`config.mk`:
```
export PLATFORM = sky130hd
export DESIGN_NAME = pac_calib
export DESIGN_NICKNAME = d
export VERILOG_FILES = /design/src/pac_pkg.sv /design/src/pac_calib.sv
export SDC_FILE = /design/constraint.sdc
export NUM_CORES = 2
export LEC_CHECK = 0
export ABC_AREA = 1
export BUFFER_PORTS_ARGS = -buffer_cell sky130_fd_sc_hd__buf_2
export CAP_MARGIN = 20
export CORE_MARGIN = 2
export CORE_UTILIZATION = 40
export DETAILED_ROUTE_END_ITERATION = 10
export SETUP_SLACK_MARGIN = 0.4
export SYNTH_ARGS = -nofsm -noshare
export SYNTH_HDL_FRONTEND = slang
export SYNTH_SLANG_ARGS = --single-unit
```
`constraint.sdc`:
```
create_clock -name core_clk -period 10 [get_ports core_clk]
set_input_delay 0.5 -clock core_clk [delete_from_list [all_inputs] [get_ports core_clk]]
set_output_delay 0.5 -clock core_clk [all_outputs]
set_load 0.005 [all_outputs]
```
`src/pac_pkg.sv`:
```
// How it works
// Every stage's result is examined on each conversion for an approaching user.
// Proximity on a stage stops its ambient calibration at once.
// Disable lasts fp count conversions, or lp count times 4 plus wake.
// Calibration resumes after the period only if proximity has cleared.
// Lasting proximity forces a recalibration after the recal count conversions.
// A forced recalibration occupies the stage for two conversions.
// Host must not access registers while a forced recalibration runs.
// Approach flag when newest and oldest history words differ beyond threshold.
// Hover flag when fast average and ambient differ beyond hover threshold.
// The hover comparator also catches an ambient shift left by the user.
// Slow filter enables on a large history step, only without proximity.
// Slow ambient filter updates only when enabled and no proximity.
// Ambient compensation runs on every conversion while untouched; the code updates it in tracking only when the slow filter is enabled.
// Drift moves each stage's upper and lower offset levels.
// Ambient is learned only with no approach or contact; the code's forced recal sets it to the fast average under proximity.
// Per-stage compensation and setup data live in internal storage.
// Interrupt pin asserts while a result lies beyond its offset levels.
// Calibration-disable counts are 4-bit fields at address 0x002.
// Recal counts are 8-bit and 6-bit fields at address 0x004.
// Wake interval codes 00..11 give 100, 200, 300, 400 ms.
// Every stage keeps its own proximity and timing state.
package pac_pkg;
   localparam int unsigned PAC_NUM_STAGES = 12;
   localparam int unsigned PAC_DW         = 16;
   // Register addresses
   localparam logic [7:0] PAC_ADDR_CTRL   = 8'h00;
   localparam logic [7:0] PAC_ADDR_CALDIS = 8'h02;
   localparam logic [7:0] PAC_ADDR_LEVELS = 8'h03;
   localparam logic [7:0] PAC_ADDR_RECAL  = 8'h04;
   localparam logic [7:0] PAC_ADDR_PROX   = 8'h0E;
   localparam logic [7:0] PAC_ADDR_STATUS = 8'h0F;
   localparam logic [7:0] PAC_ADDR_OFS    = 8'h10;
   localparam logic [7:0] PAC_ADDR_OFS_END = 8'h28;
   // Field positions
   localparam int unsigned PAC_WAKE_LSB    = 2;
   localparam int unsigned PAC_FPCNT_LSB   = 0;
   localparam int unsigned PAC_LPCNT_LSB   = 4;
   localparam int unsigned PAC_STEP_LSB    = 8;
   localparam int unsigned PAC_HOVER_LSB   = 0;
   localparam int unsigned PAC_APPR_LSB    = 8;
   localparam int unsigned PAC_FPRECAL_LSB = 0;
   localparam int unsigned PAC_LPRECAL_LSB = 8;
   localparam int unsigned PAC_ST_ANYPROX  = 0;
   localparam int unsigned PAC_ST_BUSY     = 1;
   localparam int unsigned PAC_ST_IRQPIN   = 2;
   // Reset values
   localparam logic [15:0] PAC_RST_CTRL   = 16'h0000;
   localparam logic [15:0] PAC_RST_CALDIS = 16'h0000;
   localparam logic [15:0] PAC_RST_LEVELS = 16'h0000;
   localparam logic [15:0] PAC_RST_RECAL  = 16'h0000;
   localparam logic [15:0] PAC_RST_UPPER  = 16'hFFFF;
   localparam logic [15:0] PAC_RST_LOWER  = 16'h0000;
   // Timing
   localparam int unsigned PAC_CLK_NS      = 10;
   localparam int unsigned PAC_MS_NS       = 1_000_000;
   localparam int unsigned PAC_MS_CYCLES_DEF = PAC_MS_NS / PAC_CLK_NS;
   localparam int unsigned PAC_MS_DIV_W    = 17;
   localparam logic [8:0]  PAC_WAKE_STEP_MS = 9'd100;
   localparam logic [7:0]  PAC_RECAL_CONV  = 8'd2;
   localparam int unsigned PAC_SLOW_SHIFT  = 2;

   typedef enum logic [1:0] {
      PAC_TRACK,
      PAC_CALDIS,
      PAC_WAKE,
      PAC_RECAL
   } pac_mode_t;

   typedef struct packed {
      pac_mode_t        mode;
      logic             seeded;
      logic             prox;
      logic             touch;
      logic [3:0][15:0] hist;
      logic [15:0]      amb;
      logic [15:0]      upLvl;
      logic [15:0]      loLvl;
      logic [7:0]       cnt;
      logic [7:0]       proxDur;
      logic [8:0]       msLeft;
   } pac_stage_t;
endpackage

```
`src/pac_calib.sv`:
```
`timescale 1ns/10ps
module pac_calib import pac_pkg::*; #(
   parameter int unsigned MS_CYCLES = PAC_MS_CYCLES_DEF
) (
   // Clock and reset
   input  wire logic        core_clk,
   input  wire logic        nrst,
   // Conversion result stream
   input  wire logic        resultValid,
   input  wire logic [3:0]  resultStage,
   input  wire logic [15:0] resultData,
   input  wire logic        lowPowerMode,
   // Register port
   input  wire logic [7:0]  regAddr,
   input  wire logic        regWrEn,
   input  wire logic [15:0] regWrData,
   input  wire logic        regRdEn,
   output logic [15:0]      regRdData,
   // Status
   output logic             recalBusy,
   output logic [11:0]      proxFlags,
   // Interrupt pin, open drain
   input  wire logic        hostIrqNIn,
   output logic             hostIrqNOut,
   output logic             hostIrqNOe
);

   typedef struct packed {
      logic [15:0]                          ctrl;
      logic [15:0]                          caldis;
      logic [15:0]                          levels;
      logic [15:0]                          recal;
      pac_stage_t [PAC_NUM_STAGES-1:0]      stg;
      logic [PAC_MS_DIV_W-1:0]              msDiv;
      logic [2:0]                           irqSync;
      logic                                 irqLvl;
      logic                                 irqOe;
      logic                                 busy;
      logic [15:0]                          rdData;
   } pac_state_t;

   pac_state_t  q;
   pac_state_t  n;
   pac_stage_t  s;
   logic [17:0] sum;
   logic [15:0] avg;
   logic [15:0] dNew;
   logic [15:0] dAmb;
   logic [15:0] step;
   logic signed [16:0] drift;
   logic signed [16:0] delta;
   logic        p1;
   logic        p2;
   logic        prox;
   logic        slowEn;
   logic        msTick;
   logic [7:0]  calLim;
   logic [7:0]  recalLim;
   logic [3:0]  ofsIdx;
   logic [7:0]  ofsOff;

   function automatic logic [15:0] absDiff(input logic [15:0] a,
                                            input logic [15:0] b);
      absDiff = (a > b) ? a - b : b - a;
   endfunction

   // Levels saturate: a window left wide open at all ones or all zeros
   // must not wrap round into a false touch when drift is added
   function automatic logic [15:0] satAdd(input logic [15:0]        a,
                                          input logic signed [16:0] d);
      logic signed [17:0] t;
      t = signed'({2'b00, a}) + signed'({d[16], d});
      if (t < 18'sh0_0000) begin
         satAdd = 16'h0000;
      end else if (t > 18'sh0_FFFF) begin
         satAdd = 16'hFFFF;
      end else begin
         satAdd = t[15:0];
      end
   endfunction

   always_comb begin
      n        = q;
      s        = q.stg[0];
      sum      = 18'h0_0000;
      avg      = 16'h0000;
      dNew     = 16'h0000;
      dAmb     = 16'h0000;
      step     = 16'h0000;
      drift    = 17'sh0_0000;
      delta    = 17'sh0_0000;
      p1       = 1'b0;
      p2       = 1'b0;
      prox     = 1'b0;
      slowEn   = 1'b0;
      ofsOff   = regAddr - PAC_ADDR_OFS;
      ofsIdx   = ofsOff[4:1];

      // Counts for this power mode
      calLim   = lowPowerMode ?
                 {2'b00, q.caldis[PAC_LPCNT_LSB +: 4], 2'b00} :
                 {4'h0, q.caldis[PAC_FPCNT_LSB +: 4]};
      recalLim = lowPowerMode ?
                 {2'b00, q.recal[PAC_LPRECAL_LSB +: 6]} :
                 q.recal[PAC_FPRECAL_LSB +: 8];

      // Millisecond time base for the low-power wake interval
      msTick  = (q.msDiv == PAC_MS_DIV_W'(MS_CYCLES - 1));
      n.msDiv = msTick ? '0 : q.msDiv + 1'b1;
      for (int i = 0; i < PAC_NUM_STAGES; i++) begin
         if (q.stg[i].mode == PAC_WAKE && msTick) begin
            if (q.stg[i].msLeft <= 9'd1) begin
               n.stg[i].mode = PAC_TRACK;
            end else begin
               n.stg[i].msLeft = q.stg[i].msLeft - 9'd1;
            end
         end
      end

      // One result updates only its own stage
      if (resultValid && resultStage < 4'(PAC_NUM_STAGES)) begin
         s = n.stg[resultStage];
         if (!s.seeded) begin
            // First result seeds history and ambient so no false proximity
            s.hist   = {4{resultData}};
            s.amb    = resultData;
            s.seeded = 1'b1;
         end else begin
            s.hist = {s.hist[2:0], resultData};
            sum    = 18'(s.hist[0]) + 18'(s.hist[1])
                   + 18'(s.hist[2]) + 18'(s.hist[3]);
            avg    = sum[17:2];
            dNew   = absDiff(s.hist[0], s.hist[3]);
            dAmb   = absDiff(avg, s.amb);
            s.touch = resultData > s.upLvl || resultData < s.loLvl;
            p1     = dNew > {10'h000, q.levels[PAC_APPR_LSB +: 6]};
            p2     = dAmb > {8'h00, q.levels[PAC_HOVER_LSB +: 8]};
            prox   = p1 || p2 || s.touch;
            slowEn = dNew > {8'h00, q.caldis[PAC_STEP_LSB +: 8]}
                     && !prox;
            delta  = signed'(17'(avg)) - signed'(17'(s.amb));
            drift  = delta >>> PAC_SLOW_SHIFT;
            step   = 16'(drift);
            s.prox = prox;
            case (s.mode)
               PAC_TRACK: begin
                  if (prox) begin
                     s.mode    = PAC_CALDIS;
                     s.cnt     = calLim;
                     s.proxDur = 8'h00;
                  end else if (slowEn) begin
                     // Levels follow the ambient so the window keeps its size
                     s.amb   = s.amb + step;
                     s.upLvl = satAdd(s.upLvl, drift);
                     s.loLvl = satAdd(s.loLvl, drift);
                  end
               end
               PAC_CALDIS: begin
                  s.proxDur = prox ? s.proxDur + 8'h01 : 8'h00;
                  if (prox && recalLim != 8'h00
                      && s.proxDur >= recalLim) begin
                     s.mode = PAC_RECAL;
                     s.cnt  = PAC_RECAL_CONV;
                  end else if (s.cnt > 8'h01) begin
                     s.cnt = s.cnt - 8'h01;
                  end else if (prox) begin
                     s.cnt = calLim;
                  end else if (lowPowerMode) begin
                     s.mode   = PAC_WAKE;
                     s.msLeft = PAC_WAKE_STEP_MS
                              * {7'h00, q.ctrl[PAC_WAKE_LSB +: 2]}
                              + PAC_WAKE_STEP_MS;
                  end else begin
                     s.mode = PAC_TRACK;
                  end
               end
               PAC_WAKE: begin
                  if (prox) begin
                     s.mode    = PAC_CALDIS;
                     s.cnt     = calLim;
                     s.proxDur = 8'h00;
                  end
               end
               default: begin
                  // Forced recalibration takes the fast average as ambient
                  s.amb   = avg;
                  s.upLvl = satAdd(s.upLvl, delta);
                  s.loLvl = satAdd(s.loLvl, delta);
                  if (s.cnt > 8'h01) begin
                     s.cnt = s.cnt - 8'h01;
                  end else begin
                     s.mode    = PAC_TRACK;
                     s.proxDur = 8'h00;
                  end
               end
            endcase
         end
         n.stg[resultStage] = s;
      end

      // Register writes; host setup wins over the same-cycle update
      if (regWrEn) begin
         if (regAddr == PAC_ADDR_CTRL) begin
            n.ctrl = regWrData;
         end else if (regAddr == PAC_ADDR_CALDIS) begin
            n.caldis = regWrData;
         end else if (regAddr == PAC_ADDR_LEVELS) begin
            n.levels = regWrData;
         end else if (regAddr == PAC_ADDR_RECAL) begin
            n.recal = regWrData;
         end else if (regAddr >= PAC_ADDR_OFS
                      && regAddr < PAC_ADDR_OFS_END) begin
            if (ofsOff[0]) begin
               n.stg[ofsIdx].loLvl = regWrData;
            end else begin
               n.stg[ofsIdx].upLvl = regWrData;
            end
         end
      end

      // Status gathered from the next state
      n.busy  = 1'b0;
      n.irqOe = 1'b0;
      for (int i = 0; i < PAC_NUM_STAGES; i++) begin
         // Lets the host hold off its accesses while a stage recalibrates
         n.busy  = n.busy | (n.stg[i].mode == PAC_RECAL);
         n.irqOe = n.irqOe | n.stg[i].touch;
      end

      // Pin sampling: level accepted once the second and third stages agree
      n.irqSync = {q.irqSync[1:0], hostIrqNIn};
      if (q.irqSync[1] == q.irqSync[2]) begin
         n.irqLvl = q.irqSync[2];
      end

      // Register reads
      if (regRdEn) begin
         if (regAddr == PAC_ADDR_CTRL) begin
            n.rdData = q.ctrl;
         end else if (regAddr == PAC_ADDR_CALDIS) begin
            n.rdData = q.caldis;
         end else if (regAddr == PAC_ADDR_LEVELS) begin
            n.rdData = q.levels;
         end else if (regAddr == PAC_ADDR_RECAL) begin
            n.rdData = q.recal;
         end else if (regAddr == PAC_ADDR_PROX) begin
            n.rdData = {4'h0, proxFlags};
         end else if (regAddr == PAC_ADDR_STATUS) begin
            n.rdData = 16'h0000;
            n.rdData[PAC_ST_ANYPROX] = |proxFlags;
            n.rdData[PAC_ST_BUSY]    = q.busy;
            n.rdData[PAC_ST_IRQPIN]  = q.irqLvl;
         end else if (regAddr >= PAC_ADDR_OFS
                      && regAddr < PAC_ADDR_OFS_END) begin
            n.rdData = ofsOff[0] ? q.stg[ofsIdx].loLvl
                                 : q.stg[ofsIdx].upLvl;
         end else begin
            n.rdData = 16'h0000;
         end
      end
   end

   always_ff @(posedge core_clk or negedge nrst) begin
      if (!nrst) begin
         q.ctrl    <= PAC_RST_CTRL;
         q.caldis  <= PAC_RST_CALDIS;
         q.levels  <= PAC_RST_LEVELS;
         q.recal   <= PAC_RST_RECAL;
         for (int i = 0; i < PAC_NUM_STAGES; i++) begin
            q.stg[i].mode    <= PAC_TRACK;
            q.stg[i].seeded  <= 1'b0;
            q.stg[i].prox    <= 1'b0;
            q.stg[i].touch   <= 1'b0;
            q.stg[i].hist    <= '0;
            q.stg[i].amb     <= 16'h0000;
            q.stg[i].upLvl   <= PAC_RST_UPPER;
            q.stg[i].loLvl   <= PAC_RST_LOWER;
            q.stg[i].cnt     <= 8'h00;
            q.stg[i].proxDur <= 8'h00;
            q.stg[i].msLeft  <= 9'h000;
         end
         q.msDiv   <= '0;
         q.irqSync <= 3'b111;
         q.irqLvl  <= 1'b1;
         q.irqOe   <= 1'b0;
         q.busy    <= 1'b0;
         q.rdData  <= 16'h0000;
      end else begin
         q <= n;
      end
   end

   always_comb begin
      for (int i = 0; i < PAC_NUM_STAGES; i++) begin
         proxFlags[i] = q.stg[i].prox;
      end
   end

   assign regRdData   = q.rdData;
   assign recalBusy   = q.busy;
   assign hostIrqNOe  = q.irqOe;
   // Open drain: only ever pulls low
   assign hostIrqNOut = 1'b0;

endmodule

```
==> out/metrics.yaml <==
worstHoldPathCells: 3
top_signal_layer_used: "met5"
port_buffers: 80
irDropWorstVdd_mv: 0.422
synth_edf_count: 0
pin_count_of_the_biggest_net_entering_global_routing: 178
max_cap_violations: 0
max_incr_delay_on_cp_ns: 0.46
synth_area_leader_cell: "sky130_fd_sc_hd__dfrtp_1"
drt-met1-wl_um: 164000
yosys.area_share.xor_xnor_pct: 1.73
synth-warning-count: 0
endpoint_kind: "flop"
critical_path.n_buffers_inverters: 15
routed-wl-met2_um: 178000
drt.antenna.violating_nets: 0
synth_seq_area_share_pct: 42.2
unrepaired_setup_endpoints_after_global_routing: "false"
synth_compound_area_share_pct: 23.5
regToRegSetupSlack_ns: 0.96
clk_transition_reported_paths_ns: 0.06
finalWeightedCongestion: 0.975
die_x_um: 495
power.leakage_nw: 50.8
maximum_clock_skew_at_final_layout_ns: 0.0548
drt_wl_total_um: 414000
slew_viol_final: 0
die_ht_um: 495
floorplan.rows: 180
setup_viol_count_final: 0
start_to_end_type_of_the_worst_setup_path: "in2reg"
fin_area_um2: 109000
area.growth.synth_to_final_pct: 13.7
crit_path_max_fanout: 8
yosys.cell_count.top_type: "sky130_fd_sc_hd__nand2_1"
route.detailed.wl_per_inst_um: 26.3
die_area_um2: 245000
final_stage_net_count: 12700
finalHoldViolCount: 0
met3RoutedLength_um: 46900
cts_tree: "done"
setup_slack_after_placement_ns: -0.401
antenna_violations_before_repair: 21
synth.top_cell.area_share_pct: 36.9
dp_hpwl_um: 266000
synthesis.area_per_instance_um2: 7.77
worst_path_dominant_cell_family: "simple AND/OR/NAND/NOR gates"
yosys-top-cells-area: "sky130_fd_sc_hd__dfrtp_1 37%, sky130_fd_sc_hd__nand2_1 11%, sky130_fd_sc_hd__o21ai_0 6.9%, sky130_fd_sc_hd__inv_1 5.6%, sky130_fd_sc_hd__dfstp_2 5.4%"
placed_area_um2: 103000
finalNonFillerCells: 15700
outcome: "complete, no violations"
min-delay-path-class: "in2reg"
synth_cells: 12400
share_of_synthesized_cell_area_in_and_or_nand_and_nor_gates_pct: 18.1
coreArea_um2: 240000
hold_path.startpoint: "regWrData[0]"
drt_pass1_iterations: 7
first_global_vias: 91200
overflow: 0
clock_buffer_depth: 3
share_of_post_route_cells_with_drive_strength_above_1_pct: 13.4
timing.hold.worst_endpoint: "q[1342]"
start_kind: "primary input"
drt_iter0_drc: 13400
detail_route.vias_per_cell: 6.04
timing.critical_path.slowest_stage_cell: "sky130_fd_sc_hd__fa_1"
synth_top_cells_by_count: "2753 x sky130_fd_sc_hd__nand2_1, 1447 x sky130_fd_sc_hd__inv_1, 1419 x sky130_fd_sc_hd__dfrtp_1"
ys_ff_latch: 1615
grt_first_pass_wirelength_um: 606000
cts.sink_count: 1615
place.detailed.instances: 15400
cts_root_buf: "sky130_fd_sc_hd__clkbuf_16"
cp.arrival_ns: 9.79
min_period_over_period_pct: 90.7
setup-tns-final_ns: 0
layout.core_utilization_pct: 45.6
synth-async-reset-ratio_pct: 100
route.detailed.drc: 0
max_freq_mhz: 110
groute.usage.overall_pct: 33.0
timing.max_slew.rel_slack_pct: 20.9
syn_area_um2: 96300
clock_buffers_created_by_tritoncts: 178
synthAdderAreaFrac_pct: 4.16
critPathRequiredTime_ns: 10.72
p_per_area_nw_per_um2: 324
postSynthNetCount: 12700
synthDistinctLibCells: 78
synthMuxAreaShare_pct: 0.178
fin_hold_ws_ns: 0.0428
timing.reg2reg.worst_path_depth: 56
power_mw: 35.5
post-route-worst-setup-slack_ns: 0.926
via_count: 95100
ios: 82
initial_core_util_pct: 40.1
worstMarginPinSlew_ns: 1.19
clock_latency_ns: 0.90
final_period_minus_worst_setup_slack_ns: 9.07
dominant_combinational_cell_family_by_area_after_synthesis: "compound AO/OA/AOI/OAI gates"
cts_htree_levels: 4
postSynth.topFlopCell: "sky130_fd_sc_hd__dfrtp_1"
-- tightest hold or removal path, cell delays in order --
cell and delay [ns]:
sky130_fd_sc_hd__buf_2 0.20, sky130_fd_sc_hd__nor2_1 0.13, sky130_fd_sc_hd__a21oi_1 0.05
-- what timing repair did --
action | CTS | global route
hold buffers | 15 | 0
endpoints found under the hold margin | 162 | 0
setup buffers | 0 | 7
setup endpoints to repair | 0 | 602
gates resized for setup | 0 | 35
-- final cells by class --
class / instances / area (um^2)
clock inverters: 73 / 1090
multi-input cells: 8356 / 46300
flip-flops and latches: 1615 / 40700
well taps: 3185 / 3990
inverters: 1486 / 5680
diodes: 11 / 27.5
repair buffers: 761 / 6560
clock buffers: 253 / 5210
fillers: 23500 / 130000
-- metal layers --
layer	vias up	track usage (%)
met1	46100	43.3
li1	41700	-
met3	1360	8.60
met2	5908	49.7
met4	14	17.4
met5	-	0.117
-- how the worst max path moves through the flow --
stage | from | endpoint | cells past startpoint
finish | resultStage[1] | flop | 60
global route | flop | flop | 60
floorplan | resultStage[1] | q[1179] | 68
CTS | resultStage[0] | flop | 62
detailed placement | resultStage[0] | flop | 62
global placement | resultStage[0] | flop | 61
-- cells by family (layout without fill, tap and decap cells) --
family,Yosys count,count (layout)
multiplexers,16,16
buffers and inverters,2414,2573
AND/OR/NAND/NOR,4126,4127
adder cells (fa/ha/maj),296,296
XOR/XNOR,190,190
AO/OA/AOI/OAI,3726,3726
other,1,12
flip-flops,1615,1615
-- layout by cell type (no fill, tap or decap), types with 183 or more instances in the layout --
cell type	netlist	final
sky130_fd_sc_hd__nand2_1	2753	2737
sky130_fd_sc_hd__nor2_1	556	533
sky130_fd_sc_hd__buf_4	54	586
sky130_fd_sc_hd__ha_1	254	251
sky130_fd_sc_hd__a22oi_1	369	368
sky130_fd_sc_hd__o21ai_0	1335	1327
sky130_fd_sc_hd__nand3_1	429	427
sky130_fd_sc_hd__dfrtp_1	1419	1419
sky130_fd_sc_hd__o21ai_1	177	183
sky130_fd_sc_hd__o22ai_1	501	501
sky130_fd_sc_hd__a21oi_1	743	739
sky130_fd_sc_hd__dfstp_2	196	196
sky130_fd_sc_hd__inv_1	1447	1437
-- where the power goes --
group | switching, mW | internal (mW) | total, mW | leakage, nW
Clock | 3.01 | 4.17 | 7.18 | 3.10
Sequential | 0.880 | 8.27 | 9.15 | 19.9
Combinational | 11.7 | 7.46 | 19.2 | 27.9
No activity file was read; power rests on OpenSTA's default activity.
